==> config.mk <==
export PLATFORM = sky130hd
export DESIGN_NAME = pio_adapter
export DESIGN_NICKNAME = d
export VERILOG_FILES = /design/src/pio_adapter_pkg.sv /design/src/pio_adapter.sv
export SDC_FILE = /design/constraint.sdc
export NUM_CORES = 1
export LEC_CHECK = 0
export ABC_AREA = 1
export ABC_CLOCK_PERIOD_IN_PS = 1700
export BUFFER_PORTS_ARGS = -buffer_cell sky130_fd_sc_hd__buf_4
export CAP_MARGIN = 20
export CORE_ASPECT_RATIO = 1.4
export CORE_MARGIN = 3
export CORE_UTILIZATION = 57
export DETAILED_ROUTE_END_ITERATION = 6
export PLACE_DENSITY = 0.91
export SETUP_SLACK_MARGIN = 0.3
export SYNTH_ARGS = -nofsm -noshare
export SYNTH_HDL_FRONTEND = slang
export SYNTH_SLANG_ARGS = --single-unit
==> constraint.sdc <==
create_clock -name mclk_i -period 1.7 [get_ports mclk_i]
set_clock_uncertainty 0.15 [all_clocks]
set_input_delay 0.17 -clock mclk_i [delete_from_list [all_inputs] [get_ports mclk_i]]
set_output_delay 0.17 -clock mclk_i [all_outputs]
set_load 0.005 [all_outputs]
==> src/pio_adapter_pkg.sv <==
// Constants and state type for the dual port parallel I/O adapter
package pio_adapter_pkg;

  // ---------------------------------------------------------------
  // Register select codes
  // ---------------------------------------------------------------
  localparam logic [1:0] SEL_A_SLOT = 2'h0;
  localparam logic [1:0] SEL_A_CTRL = 2'h1;
  localparam logic [1:0] SEL_B_SLOT = 2'h2;
  localparam logic [1:0] SEL_B_CTRL = 2'h3;

  // ---------------------------------------------------------------
  // Control register fields
  // ---------------------------------------------------------------
  localparam int CTL_FIRST_EN = 0;
  localparam int CTL_FIRST_EDGE = 1;
  localparam int CTL_SLOT_SEL = 2;
  localparam int CTL_SECOND_EN = 3;
  localparam int CTL_SECOND_EDGE = 4;
  localparam int CTL_SECOND_MODE = 5;
  localparam int CTL_FLAG_SECOND = 6;
  localparam int CTL_FLAG_FIRST = 7;
  localparam int CTL_WR_MSB = 5;

  // ---------------------------------------------------------------
  // Reset values
  // ---------------------------------------------------------------
  localparam logic [7:0] CTRL_RST = 8'h00;
  localparam logic [7:0] DIR_RST = 8'h00;
  localparam logic [7:0] OUT_RST = 8'h00;

  // ---------------------------------------------------------------
  // Layout of the synchronised pin vector
  // ---------------------------------------------------------------
  localparam int SY_DATA = 0;
  localparam int SY_PHI2 = 8;
  localparam int SY_RW = 9;
  localparam int SY_RS = 10;
  localparam int SY_CS_FIRST = 12;
  localparam int SY_CS_SECOND = 13;
  localparam int SY_CS_THIRD_N = 14;
  localparam int SY_PA = 15;
  localparam int SY_PB = 23;
  localparam int SY_LINES = 31;
  localparam int SY_RESET_N = 35;
  localparam int SYNC_W = 36;
  localparam logic [SYNC_W-1:0] SYNC_RST = 36'h800000000;

  // Event lines: 0 side A first, 1 side A second, 2 side B first,
  // 3 side B second
  localparam int NUM_LINES = 4;

  // ---------------------------------------------------------------
  // Module state
  // ---------------------------------------------------------------
  typedef struct packed {
    logic [SYNC_W-1:0] sync1;
    logic [SYNC_W-1:0] sync2;
    logic phi2_prev;
    logic [NUM_LINES-1:0] line_prev;
    logic lat_sel;
    logic lat_rw;
    logic [1:0] lat_rs;
    logic [7:0] lat_data;
    logic [7:0] ctl_a;
    logic [7:0] ctl_b;
    logic [7:0] dir_a;
    logic [7:0] dir_b;
    logic [7:0] out_a;
    logic [7:0] out_b;
    logic [7:0] dout;
    logic dout_oe_n;
    logic irq_a_n;
    logic irq_b_n;
  } state_t;

  localparam state_t ST_RST = '{
    sync1: SYNC_RST,
    sync2: SYNC_RST,
    phi2_prev: 1'b0,
    line_prev: 4'h0,
    lat_sel: 1'b0,
    lat_rw: 1'b1,
    lat_rs: 2'h0,
    lat_data: 8'h00,
    ctl_a: CTRL_RST,
    ctl_b: CTRL_RST,
    dir_a: DIR_RST,
    dir_b: DIR_RST,
    out_a: OUT_RST,
    out_b: OUT_RST,
    dout: 8'h00,
    dout_oe_n: 1'b1,
    irq_a_n: 1'b1,
    irq_b_n: 1'b1
  };

endpackage

==> src/pio_adapter.sv <==
// Dual port parallel I/O adapter: bus slave, ports and event flags
// Operation
// - Control bit 2 picks output or direction
// - Two select bits pick one of four slots
// - Control, direction, output writable; control, direction readable
// - Direction 1 drives output bit, 0 input
// - Side A slot read returns pin levels
// - Side B read mixes outputs and pins
// - Side B input lines leave driver off
// - Open-drain active-low request per side
// - First A input edge sets bit 7
// - Second A line edge sets bit 6 while bit 5 is clear
// - Side A slot read with bit 2 set (output) clears A flags
// - Side B edges set bits 7, 6; bit 6 only while bit 5 is clear
// - Side B slot read with bit 2 set (output) clears B flags
// - Request from flag and enable pairs
// - Bits 1, 4 choose falling or rising
// - Low reset input clears all registers
// - Respond only when selects are valid
// - Writes latched in phi2, applied after fall
`timescale 1ns/1ps
`default_nettype none

module pio_adapter
  import pio_adapter_pkg::*;
#(
  parameter int PORT_W = 8
) (
  input wire logic mclk_i,
  input wire logic reset_i,
  input wire logic ce_i,
  input wire logic reset_n_i,
  input wire logic phi2_i,
  input wire logic select_hi_first_i,
  input wire logic select_hi_second_i,
  input wire logic select_lo_third_n_i,
  input wire logic reg_select_lo_i,
  input wire logic reg_select_hi_i,
  input wire logic rw_i,
  input wire logic [7:0] data_i,
  output logic [7:0] data_o,
  output logic data_oe_n_o,
  input wire logic [PORT_W-1:0] side_a_port_lines_i,
  output logic [PORT_W-1:0] side_a_port_lines_o,
  output logic [PORT_W-1:0] side_a_port_lines_oe_n_o,
  input wire logic [PORT_W-1:0] side_b_port_lines_i,
  output logic [PORT_W-1:0] side_b_port_lines_o,
  output logic [PORT_W-1:0] side_b_port_lines_oe_n_o,
  input wire logic side_a_int_in_first_i,
  input wire logic side_a_ctl_line_second_i,
  input wire logic side_b_int_in_first_i,
  input wire logic side_b_ctl_line_second_i,
  output logic side_a_int_req_n_o,
  output logic side_a_int_req_oe_n_o,
  output logic side_b_int_req_n_o,
  output logic side_b_int_req_oe_n_o
);

  // ---------------------------------------------------------------
  // Elaboration check
  // ---------------------------------------------------------------
  if (PORT_W != 8) begin : g_bad_width
    $error("pio_adapter: PORT_W must be 8 to match the data bus");
  end

  state_t st;
  state_t st_next;

  // ---------------------------------------------------------------
  // Synchronised views of the pins
  // ---------------------------------------------------------------
  logic phi2_s;
  logic rw_s;
  logic sel_s;
  logic [1:0] rs_s;
  logic [7:0] data_s;
  logic [7:0] pa_s;
  logic [7:0] pb_s;
  logic [NUM_LINES-1:0] lines_s;
  logic [NUM_LINES-1:0] edge_pol;
  logic [NUM_LINES-1:0] line_edge;
  logic phi2_fall;
  logic clr_a;
  logic clr_b;

  assign phi2_s = st.sync2[SY_PHI2];
  assign rw_s = st.sync2[SY_RW];
  assign rs_s = st.sync2[SY_RS+1:SY_RS];
  assign data_s = st.sync2[SY_DATA+7:SY_DATA];
  assign pa_s = st.sync2[SY_PA+7:SY_PA];
  assign pb_s = st.sync2[SY_PB+7:SY_PB];
  assign lines_s = st.sync2[SY_LINES+NUM_LINES-1:SY_LINES];
  assign sel_s = st.sync2[SY_CS_FIRST] & st.sync2[SY_CS_SECOND]
               & ~st.sync2[SY_CS_THIRD_N];
  assign phi2_fall = st.phi2_prev & ~phi2_s;

  // Active edge: 0 falling, 1 rising
  assign edge_pol = {st.ctl_b[CTL_SECOND_EDGE], st.ctl_b[CTL_FIRST_EDGE],
                     st.ctl_a[CTL_SECOND_EDGE], st.ctl_a[CTL_FIRST_EDGE]};

  // ---------------------------------------------------------------
  // Edge detection per event line
  // ---------------------------------------------------------------
  for (genvar i = 0; i < NUM_LINES; i++) begin : g_edge
    assign line_edge[i] = edge_pol[i] ? (lines_s[i] & ~st.line_prev[i])
                                      : (~lines_s[i] & st.line_prev[i]);
  end

  // Selected port-slot reads, taken at the end of the phi2 pulse
  assign clr_a = phi2_fall & st.lat_sel & st.lat_rw
               & (st.lat_rs == SEL_A_SLOT) & st.ctl_a[CTL_SLOT_SEL];
  assign clr_b = phi2_fall & st.lat_sel & st.lat_rw
               & (st.lat_rs == SEL_B_SLOT) & st.ctl_b[CTL_SLOT_SEL];

  // ---------------------------------------------------------------
  // Next state
  // ---------------------------------------------------------------
  always_comb begin
    st_next = st;
    st_next.sync1 = {reset_n_i,
                     side_b_ctl_line_second_i, side_b_int_in_first_i,
                     side_a_ctl_line_second_i, side_a_int_in_first_i,
                     side_b_port_lines_i, side_a_port_lines_i,
                     select_lo_third_n_i, select_hi_second_i,
                     select_hi_first_i, reg_select_hi_i, reg_select_lo_i,
                     rw_i, phi2_i, data_i};
    st_next.sync2 = st.sync1;
    st_next.phi2_prev = phi2_s;
    st_next.line_prev = lines_s;

    // Bus fields held from the last cycle of the phi2 pulse
    if (phi2_s) begin
      st_next.lat_sel = sel_s;
      st_next.lat_rw = rw_s;
      st_next.lat_rs = rs_s;
      st_next.lat_data = data_s;
    end

    // Writes take effect after the falling edge of phi2
    if (phi2_fall && st.lat_sel && !st.lat_rw) begin
      unique case (st.lat_rs)
        SEL_A_SLOT: begin
          if (st.ctl_a[CTL_SLOT_SEL]) begin
            st_next.out_a = st.lat_data;
          end else begin
            st_next.dir_a = st.lat_data;
          end
        end
        SEL_A_CTRL: begin
          st_next.ctl_a[CTL_WR_MSB:0] = st.lat_data[CTL_WR_MSB:0];
        end
        SEL_B_SLOT: begin
          if (st.ctl_b[CTL_SLOT_SEL]) begin
            st_next.out_b = st.lat_data;
          end else begin
            st_next.dir_b = st.lat_data;
          end
        end
        SEL_B_CTRL: begin
          st_next.ctl_b[CTL_WR_MSB:0] = st.lat_data[CTL_WR_MSB:0];
        end
      endcase
    end

    // Flags: a set in the clearing cycle wins
    if (clr_a) begin
      st_next.ctl_a[CTL_FLAG_FIRST] = 1'b0;
      st_next.ctl_a[CTL_FLAG_SECOND] = 1'b0;
    end
    if (clr_b) begin
      st_next.ctl_b[CTL_FLAG_FIRST] = 1'b0;
      st_next.ctl_b[CTL_FLAG_SECOND] = 1'b0;
    end
    if (line_edge[0]) begin
      st_next.ctl_a[CTL_FLAG_FIRST] = 1'b1;
    end
    if (line_edge[1] && !st.ctl_a[CTL_SECOND_MODE]) begin
      st_next.ctl_a[CTL_FLAG_SECOND] = 1'b1;
    end
    if (line_edge[2]) begin
      st_next.ctl_b[CTL_FLAG_FIRST] = 1'b1;
    end
    if (line_edge[3] && !st.ctl_b[CTL_SECOND_MODE]) begin
      st_next.ctl_b[CTL_FLAG_SECOND] = 1'b1;
    end

    // Read data and bus drive, only while selected in phi2
    st_next.dout_oe_n = ~(phi2_s & sel_s & rw_s);
    unique case (rs_s)
      SEL_A_SLOT: begin
        st_next.dout = st.ctl_a[CTL_SLOT_SEL] ? pa_s : st.dir_a;
      end
      SEL_A_CTRL: begin
        st_next.dout = st.ctl_a;
      end
      SEL_B_SLOT: begin
        st_next.dout = st.ctl_b[CTL_SLOT_SEL]
                     ? ((st.out_b & st.dir_b) | (pb_s & ~st.dir_b))
                     : st.dir_b;
      end
      SEL_B_CTRL: begin
        st_next.dout = st.ctl_b;
      end
    endcase

    // Low reset pin clears every device register
    if (!st.sync2[SY_RESET_N]) begin
      st_next.ctl_a = CTRL_RST;
      st_next.ctl_b = CTRL_RST;
      st_next.dir_a = DIR_RST;
      st_next.dir_b = DIR_RST;
      st_next.out_a = OUT_RST;
      st_next.out_b = OUT_RST;
      st_next.lat_sel = 1'b0;
      st_next.dout_oe_n = 1'b1;
    end

    st_next.irq_a_n = ~((st_next.ctl_a[CTL_FLAG_FIRST]
                        & st_next.ctl_a[CTL_FIRST_EN])
                      | (st_next.ctl_a[CTL_FLAG_SECOND]
                        & st_next.ctl_a[CTL_SECOND_EN]));
    st_next.irq_b_n = ~((st_next.ctl_b[CTL_FLAG_FIRST]
                        & st_next.ctl_b[CTL_FIRST_EN])
                      | (st_next.ctl_b[CTL_FLAG_SECOND]
                        & st_next.ctl_b[CTL_SECOND_EN]));
  end

  always_ff @(posedge mclk_i) begin
    if (reset_i) begin
      st <= ST_RST;
    end else if (ce_i) begin
      st <= st_next;
    end
  end

  // ---------------------------------------------------------------
  // Outputs
  // ---------------------------------------------------------------
  assign data_o = st.dout;
  assign data_oe_n_o = st.dout_oe_n;
  assign side_a_port_lines_o = st.out_a;
  assign side_a_port_lines_oe_n_o = ~st.dir_a;
  assign side_b_port_lines_o = st.out_b;
  assign side_b_port_lines_oe_n_o = ~st.dir_b;
  // Open drain: driven low only while asserting
  assign side_a_int_req_n_o = st.irq_a_n;
  assign side_a_int_req_oe_n_o = st.irq_a_n;
  assign side_b_int_req_n_o = st.irq_b_n;
  assign side_b_int_req_oe_n_o = st.irq_b_n;
endmodule

`default_nettype wire

==> results_dict.tcl, run 1 <==
set metrics [dict create \
    finalSetupViolations 0 \
    maxCapViolCount 0 \
    clk_latency_ns 0.44 \
    die_w_um 94.5 \
    power.internal_mw 6.19 \
    dp_hpwl_um 10800 \
    grt_pass1_vias 5917 \
    cts_buffers 17 \
    grt-ovfl-total 0 \
    synth_area_mm2 0.00624 \
    crit_required_ns 1.91 \
    ios 84 \
    p_sw_mw 2.42 \
    p_per_area_mw_per_mm2 1010 \
    hp-class "input port to flop" \
    num-fill-cells 548 \
    core_area_mm2 0.0105 \
    viasPerCell 6.31 \
    cts_root_buf "clkbuf_16" \
    drtIter0Drc 1273 \
    drc_errors 1 \
    port_buffers 83 \
    synth_seq_cells 148 \
    layout_common_cells "nor2_1 (165), dfxtp_1 (137), o21ai_0 (121), buf_4 (113), nand2_1 (95)" \
    antenna_found_initial 0 \
    p_sw_frac 0.281 \
    path_class "flop to flop" \
    cp_max_fo 5 \
    grt_setup_unrepaired "true" \
    finalWorstPathRequiredPeriod_ns 1.69 \
    synth_nets 903 \
    synth_compound_area_frac 0.191 \
    fin_nets 1021 \
    die-area_mm2 0.0123 \
    avgSynthCellArea_um2 7.23 \
    violations "design-rule violations" \
    grt_max_degree 88 \
    area.growth.synth_to_final_pct 36.7 \
    synth_simple_gate_area_frac 0.227 \
    outcome "complete, but fails checks" \
    synthAdderAreaFrac 0 \
    cts-htree-levels 4 \
    synth_xor_xnor_area_share 0 \
    clock_path_buffers 2 \
    synth_top_family_by_area "simple AND/OR/NAND/NOR gates" \
    ys_seq_area_frac 0.475 \
    maxSlewViolCount 0 \
    yosysWarnings 0 \
    vias 7152 \
    grt_use_total 0.307 \
    cp-start-kind "flop" \
    dp_slack_ns 0.0755 \
    wire_per_inst_um 20.3 \
    drive_gt1_frac 0.283 \
    final_common_cell "nor2_1" \
    p_comb_frac 0.124 \
    p_leak_nw 3.72 \
    routed_wl_um 23000 \
    p_total_mw 8.61 \
    clock_sinks 148 \
    cts_tree "done" \
    grt_pass1_wl_um 29000 \
    fp.dieH_um 130 \
    p_clk_frac 0.429 \
    p_seq_frac 0.447 \
    gp_congestion 0.946 \
    initial_utilization 0.594 \
    tightest_slew_ns 0.479 \
    path_clk_slew_ns 0.07 \
    synth_mux_area_frac 0 \
    synth_cells 864 \
    clock.fmax_mhz 591 \
    fin_ws_ns 0.00711 \
    rows 44 \
    end_kind "flop" \
    ir_worst_vdd_mv 0.790 \
    hold_viol_final 0 \
    synth_cell_types 31 \
    slew_headroom 0.681 \
    arrival_ns 1.90 \
    ant_nets 0 \
    fin_crit_sh 0.996 \
    firstDrtPassIters 7 \
    n_antenna_cell 0 \
]
layout make-up:
type                       instances  area, µm²  area share
timing repair buffer             166       1440       0.169
clock buffer                      19        443      0.0519
sequential                       148       2990       0.350
tap                              138        173      0.0202
inverter                          69        300      0.0352
multi-input combinational        580       3060       0.358
clock inverter                    13        126      0.0148
logic make-up (layout without fill, tap and decap cells):
family,after synthesis,count (layout)
AOI/OAI and AO/OA,229,229
DFF,148,148
buffers and inverters,141,267
and+or+nand+nor,346,351
critical path, stage by stage (launching register included):
cell     delay (ns)
dfxtp_2        0.38
nand2_4        0.09
nor2_4         0.10
nand2_4        0.12
nor2_8         0.20
inv_2          0.08
nor2_2         0.12
buf_6          0.15
nand2_1        0.07
a21oi_2        0.16
Yosys cell counts:
cell,number,area [µm²]
clkinv_1,2,7.51
a21oi_1,70,350
clkbuf_1,28,105
buf_6,3,33.8
nand3b_1,2,15.0
nor3_4,1,16.3
o21ai_1,5,25.0
inv_2,8,30.0
nand4_1,1,6.26
nand2_4,1,11.3
buf_2,15,75.1
a21oi_2,1,8.76
o21bai_1,1,7.51
nor2_1,174,653
inv_1,59,221
and3_1,1,6.26
o211ai_1,6,45.0
a41oi_1,3,26.3
nor2_4,1,11.3
nor2_8,1,20.0
o21ai_0,137,686
nand2_1,126,473
a31oi_1,1,6.26
dfxtp_1,148,2960
nand2_2,5,31.3
nor2_2,1,6.26
buf_4,26,195
nand3_2,2,20.0
a211oi_1,5,37.5
nor3_1,9,45.0
nand3_1,21,105
flip-flops by register name, indices dropped and copies added (netlist names):
name	flops
rw_s	1
edge_pol	4
side_a_int_req_n_o	1
data_o	8
lines_s	4
side_b_int_req_n_o	1
side_a_port_lines_o	8
data_oe_n_o	1
side_b_port_lines_o	8
rs_s	2
pb_s	8
phi2_s	1
pa_s	8
st	85
data_s	8
final timing paths:
| kind | startpoint | endpoint | slack [ns] | cells past startpoint |
|---|---|---|---|---|
| max | st[75]$_SDFFE_PP0P_ | st[41]$_SDFFE_PP0P_ | 0.007 | 9 |
| min | reset_i | side_b_port_lines_o[3]$_SDFFE_PP0P_ | 0.04 | 3 |
| max reg2reg | st[75]$_SDFFE_PP0P_ | st[41]$_SDFFE_PP0P_ | 0.007 | 9 |
| min reg2reg | st[147]$_SDFFE_PP1P_ | st[147]$_SDFFE_PP1P_ | 0.33 | 2 |
stage by stage:
stage               hold slack, ns  setup TNS [ns]  instances  utilization  area, µm²
finish                      0.0385               0       1133        0.811       8530
global route                0.0368         -0.0211       1133        0.811       8530
CTS                         0.0386               0       1108        0.752       7910
detailed placement           0.245               0       1030        0.647       6810
global placement             0.236               0       1030        0.647       6810
floorplan                    0.116               0        864            -       6250
what timing repair did:
action | in CTS | in global routing
cloned | 3 | 2
resized for setup | 45 | 128
endpoints found under the hold margin | 36 | 0
pin swaps | 10 | 41
buffers inserted | 7 | 23
hold buffers | 36 | 0
setup endpoints to repair | 69 | 67
per-layer routing:
metal,part of all wire,up-vias,global-route usage
met1,0.34,3265,0.352
met5,0,-,0
met2,0.47,636,0.515
met3,0.11,224,0.0773
li1,-,3027,-
met4,0.085,0,0.181
power by group through the flow:
| stage | Clock [mW] | Combinational, mW | Sequential [mW] |
|---|---|---|---|
| global route | 3.78 | 1.14 | 3.86 |
| finish | 3.70 | 1.07 | 3.85 |
| global placement | 0 | 0.751 | 3.88 |
| detailed placement | 0 | 0.769 | 3.88 |
| floorplan | 0 | 0.541 | 3.83 |
| CTS | 3.59 | 0.879 | 3.82 |
(Power assumes the default switching activity.)
==> run 2: changes to the inputs <==
- REMOVE_ABC_BUFFERS: unset -> 1
==> run 2 against run 1 <==
The flow finishes with violations (negative hold slack, negative setup slack); combinational power barely moved; sequential share of layout area fell by 0.054 points; sequential cell count did not move; hold slack got worse by 0.10 ns; non-clock buffer count rose by 9; critical endpoint is now st[33]$_SDFFE_PP0P_; largest cell class is now sequential cells.
==> results_dict.tcl, run 2 (synthesis results as in run 1) <==
set metrics [dict create \
    largest-register "st" \
    area.growth.synth_to_final_pct 36.7 \
    core_area_mm2 0.0105 \
    path_clk_slew_ns 0.07 \
    critPathTopFamily "simple AND/OR/NAND/NOR gates" \
    rows 44 \
    grt_setup_unrepaired "true" \
    wire_per_inst_um 18.8 \
    drc_errors 0 \
    cts_buffers 17 \
    tightest_slew_ns 0.438 \
    p_total_mw 8.85 \
    viasPerCell 6.03 \
    r2r-start "st[70]$_SDFFE_PP0P_" \
    timing.rr.end "st[33]$_SDFFE_PP0P_" \
    stdcell_area_mm2 0.00853 \
    postCtsHoldBufs 40 \
    hold_ws_ns -0.0628 \
    cp_num_buf_inv 3 \
    die-area_mm2 0.0123 \
    slew_headroom 0.707 \
    drive_gt1_frac 0.270 \
    cp-start-kind "flop" \
    drtIter0Drc 1128 \
    grt_pass1_wl_um 28200 \
    initial_utilization 0.594 \
    hp-class "input port to flop" \
    fp.dieH_um 130 \
    path_class "flop to flop" \
    fin_nets 1026 \
    layout_common_cells "nor2_1 (162), dfxtp_1 (138), buf_4 (119), o21ai_0 (118), nand2_1 (103)" \
    dpl_cell_area_mm2 0.00686 \
    rr_worst_depth 10 \
    grt_max_degree 75 \
    grt-ovfl-total 0 \
    antenna_found_initial 0 \
    gp_congestion 0.888 \
    crit_required_ns 1.82 \
    cts_tree "done" \
    outcome "complete, but fails checks" \
    clk_latency_ns 0.42 \
    routed_wl_um 21400 \
    grt_pass1_vias 5921 \
    fin_ws_ns -0.215 \
    firstDrtPassIters 6 \
    cp_slowest_cell "dfxtp_2" \
    maxSlewViolCount 0 \
    fin_crit_sh 1.13 \
    vias 6852 \
    port_buffers 83 \
    rrSetupSlack_ns -0.21 \
    hold_viol_final 8 \
    n_antenna_cell 0 \
    worstHoldPathCells 2 \
    violations "negative hold slack, negative setup slack" \
    hold_end "st[37]$_SDFFE_PP0P_" \
    crit_chain "nand2_4 > nor2_4 > nand2_4 > buf_6 > nor2_8 > buf_4 > inv_2 > nor2_4 > nor2_1 > nor2_1" \
    ios 84 \
    finalWorstPathRequiredPeriod_ns 1.91 \
    die_w_um 94.5 \
    largest_register_ffs 85 \
    finalSetupViolations 3 \
    clock.fmax_mhz 522 \
    p_leak_nw 3.74 \
    arrival_ns 2.04 \
    p_per_area_mw_per_mm2 1040 \
    clock_path_buffers 2 \
    maxCapViolCount 0 \
    grt_use_total 0.292 \
    ant_nets 0 \
    final_common_cell "nor2_1" \
    slowest_delay_ns 0.36 \
    cts-htree-levels 4 \
    ir_worst_vdd_mv 0.663 \
    clock_sinks 148 \
    fin_util 0.812 \
    hp-start "reset_i" \
    dp_hpwl_um 10500 \
    cts_root_buf "clkbuf_16" \
    cp_max_fo 6 \
    end_kind "flop" \
]
-- run 2: power by group --
part	internal, mW	switching (mW)
logic	0.453	0.590
registers	3.68	0.158
clock network	2.49	1.48
total	6.62	2.23
-- run 2: what timing repair did --
item	CTS	global route
buffers inserted	14	16
endpoints found under the hold margin	48	8
cloned	1	0
resized for setup	58	90
endpoints found under the setup margin	61	62
pin swaps	15	37
-- run 2: how the worst max path moves through the flow --
stage	from	end	slack, ns	cells past startpoint
floorplan	reset_i	st[58]$_SDFFE_PP0P_	-0.76	2
global placement	st[75]$_SDFFE_PP0P_	side_b_port_lines_o[4]$_SDFFE_PP0P_	0.05	8
detailed placement	st[75]$_SDFFE_PP0P_	edge_pol[0]$_SDFFE_PP0P_	0.007	9
CTS	st[75]$_SDFFE_PP0P_	side_b_port_lines_o[4]$_SDFFE_PP0P_	0.16	10
global route	st[75]$_SDFFE_PP0P_	st[33]$_SDFFE_PP0P_	-0.26	10
finish	st[70]$_SDFFE_PP0P_	st[33]$_SDFFE_PP0P_	-0.21	10
-- run 2: layout make-up --
class                   instances  area [µm²]
clock buffers                  19         443
repair buffers                175        1530
fillers                       575        1980
well taps                     138         173
clock inverters                12         178
inverters                      69         275
multi-input cells             576        2960
flip-flops and latches        148        2990
-- run 2: through the flow --
| step | setup TNS [ns] | setup WS (ns) | instances |
|---|---|---|---|
| floorplan | -73.49 | -0.759 | 792 |
| global placement | 0 | 0.0547 | 1035 |
| detailed placement | 0 | 0.00664 | 1035 |
| CTS | 0 | 0.158 | 1121 |
| global route | -0.350 | -0.256 | 1137 |
| finish | -0.280 | -0.215 | 1137 |
-- run 2: per-layer routing --
layer / global-route usage / share of wire / vias up
met5: 0 / 0 / -
met4: 0.169 / 0.081 / 0
met3: 0.0582 / 0.092 / 188
met2: 0.505 / 0.48 / 552
met1: 0.333 / 0.35 / 3084
li1: - / - / 3028
==> run 3: changes to the inputs <==
- ABC_AREA: 1 -> unset
==> run 3 against run 2 <==
The flow finishes with violations (negative setup slack); count of clock-buffer cells in the layout rose by 1; die area fell by 0.30%; combinational power fell by 29%; final area rose by 8.8%; utilization rose by 7.1 points; clock power rose by 3%; sequential cell count did not move; maximum frequency fell by 9.7%; sequential power fell by 5.2%; total power fell by 4.3%; synthesized cell count fell by 19%; largest power group unchanged; highest routed layer unchanged.
==> results_dict.tcl, run 3 <==
set metrics [dict create \
    outcome "complete, but fails checks" \
    violations "negative setup slack" \
    slew_headroom 0.456 \
    p_sw_mw 1.94 \
    maxSlewViolCount 0 \
    p_clk_frac 0.484 \
    avgSynthCellArea_um2 8.92 \
    firstDrtPassIters 6 \
    ios 84 \
    ys_seq_area_frac 0.476 \
    yosysTopAreaCell "dfxtp_1" \
    synth_compound_area_frac 0.0993 \
    largest_register_ffs 85 \
    grt_setup_unrepaired "true" \
    power.internal_mw 6.54 \
    dpl_cell_area_mm2 0.00704 \
    drive_gt1_frac 0.369 \
    fin_nets 879 \
    vias 6247 \
    crit_required_ns 1.86 \
    path_class "flop to flop" \
    synth_ff_type "dfxtp_1" \
    drc_errors 0 \
    clock.fmax_mhz 472 \
    port_buffers 83 \
    hold_viol_final 0 \
    synth_xor_xnor_area_share 0 \
    clock_sinks 148 \
    crit_chain "buf_6 > and4bb_4 > buf_6 > buf_6 > a31oi_4 > clkbuf_16 > nor2_4 > a21oi_2 > nor2_1" \
    fin_crit_sh 1.25 \
    largest-register "st" \
    ir_worst_vdd_mv 0.952 \
    grt_pass1_wl_um 29700 \
    synth_cell_types 51 \
    area.growth.synth_to_final_pct 49.1 \
    cts-htree-levels 4 \
    maxCapViolCount 0 \
    arrival_ns 2.28 \
    dp_hpwl_um 10700 \
    synth.area.top_cells "dfxtp_1 (48%), mux2i_1 (17%), nor2_1 (9.0%), a21oi_1 (4.4%), buf_4 (3.4%)" \
    wire_per_inst_um 24.5 \
    clk_latency_ns 0.42 \
    p_leak_nw 3.88 \
    p_seq_frac 0.429 \
    grt_use_total 0.318 \
    viasPerCell 6.32 \
    fin_util 0.883 \
    slowest_delay_ns 0.34 \
    rows 44 \
    cts_tree "done" \
    cp-start-kind "flop" \
    initial_utilization 0.592 \
    synth_edf_count 0 \
    yosysWarnings 0 \
    clock_path_buffers 2 \
    gp_congestion 0.883 \
    synth_simple_gate_area_frac 0.164 \
    hp-class "input port to flop" \
    synth_cells 698 \
    synth_top_family_by_area "multiplexers" \
    ys_async_sr_fraction 0 \
    core_area_mm2 0.0105 \
    yosysMostFrequentCell "nor2_1" \
    end_kind "flop" \
    cp_max_fo 6 \
    p_sw_frac 0.229 \
    num-fill-cells 414 \
    grt_pass1_vias 5812 \
    crit_path_frequent_cell "buf_6" \
    cts_buffers 17 \
    ant_nets 0 \
    p_comb_frac 0.087 \
    cts_root_buf "clkbuf_16" \
    synth_seq_cells 148 \
    final_common_cell "dfxtp_1" \
    dp_slack_ns -0.180 \
    grt-ovfl-total 0 \
    synth_area_mm2 0.00622 \
    synth_mux_area_frac 0.175 \
    die_w_um 94.3 \
    finalSetupViolations 49 \
    finalWorstPathRequiredPeriod_ns 2.12 \
    p_total_mw 8.47 \
    die-area_mm2 0.0122 \
    synthAdderAreaFrac 0 \
    p_per_area_mw_per_mm2 913 \
    synthTopCellsByCount "nor2_1 (150), dfxtp_1 (148), mux2i_1 (103), a21oi_1 (55), nand2_1 (53)" \
    fp.dieH_um 130 \
    routed_wl_um 24200 \
    cp_slowest_cell "dfxtp_2" \
    hold_ws_ns 0.0407 \
    path_clk_slew_ns 0.06 \
    drtIter0Drc 760 \
    n_antenna_cell 0 \
    tightest_slew_ns 0.816 \
    layout_common_cells "dfxtp_1 (133), nor2_1 (127), buf_4 (111), mux2i_1 (97), nand2_1 (52)" \
    stdcell_area_mm2 0.00928 \
    fin_ws_ns -0.420 \
    yosysTopAreaCellShare 0.476 \
    grt_max_degree 49 \
    antenna_found_initial 0 \
]
## run 3: cell count changes in the layout (fill, tap and decap cells not counted), sizes merged, moves of 5 or more
cell / delta
a21oi: -16
buf: +22
nor2: -27
nand3: -16
nand2b: +5
o221ai: +6
nand2: -80
o211ai: -5
inv: -43
a311oi: +7
mux2i: +103
o21ai: -129
nor3: -8
## run 3: final cells by class
cell class	count	area [µm²]	share of cell area
multi-input combinational	448	3450	0.372
clock inverter	10	181	0.0195
clock buffer	20	447	0.0481
tap	138	173	0.0186
inverter	28	106	0.0115
timing repair buffer	197	1920	0.207
sequential	148	3000	0.323
## run 3: final timing paths
check	depth (start not counted)	endpoint	from	slack (ns)
setup / recovery	9	st[42]$_SDFFE_PP0P_	phi2_s$_SDFFE_PP0P_	-0.42
hold / removal	2	st[130]$_SDFFE_PP0P_	reset_i	0.04
setup reg to reg	9	st[42]$_SDFFE_PP0P_	phi2_s$_SDFFE_PP0P_	-0.42
hold reg to reg	2	st[59]$_SDFFE_PP0P_	data_s[0]$_SDFFE_PP0P_	0.30
## run 3: power groups by stage
stage                     Sequential [mW]  Combinational [mW]  Clock, mW
after floorplan                      3.69               0.213          0
after global placement               3.70               0.508          0
after detailed placement             3.70               0.523          0
after CTS                            3.63               0.647       4.04
after global routing                 3.64               0.778       4.25
final                                3.64               0.739       4.10
## run 3: metrics by stage
step           TNS, ns  std cells
6_report         -8.25        989
5_1_grt          -9.96        989
4_1_cts          -2.87        976
3_5_place_dp     -2.57        891
3_3_place_gp     -1.41        891
2_1_floorplan    -9.22        624
## run 3: layer usage
layer  track usage  share of wire
met2         0.563           0.48
met3        0.0714          0.092
met5             0              0
met4         0.193          0.086
met1         0.340           0.34
## run 3: logic make-up after synthesis
| logic type | Yosys count |
|---|---|
| AO/OA/AOI/OAI | 101 |
| buffers and inverters | 102 |
| flip-flops | 148 |
| AND/OR/NAND/NOR | 240 |
| multiplexers | 107 |
## run 3: timing repair
action                                  in CTS  in global routing
gates cloned                                 3                  1
resized for setup                          128                 94
setup buffers                               15                 12
hold endpoints to repair                    37                  0
endpoints found under the setup margin      58                 61
pin swaps                                   35                 48
hold buffers                                37                  0
## run 3: critical path: cells and delay by family, from the launching register on
family | cells | cell delay [ns]
DFF | 1 | 0.34
AOI/OAI and AO/OA | 2 | 0.53
buffers and inverters | 4 | 0.57
and+or+nand+nor | 3 | 0.40
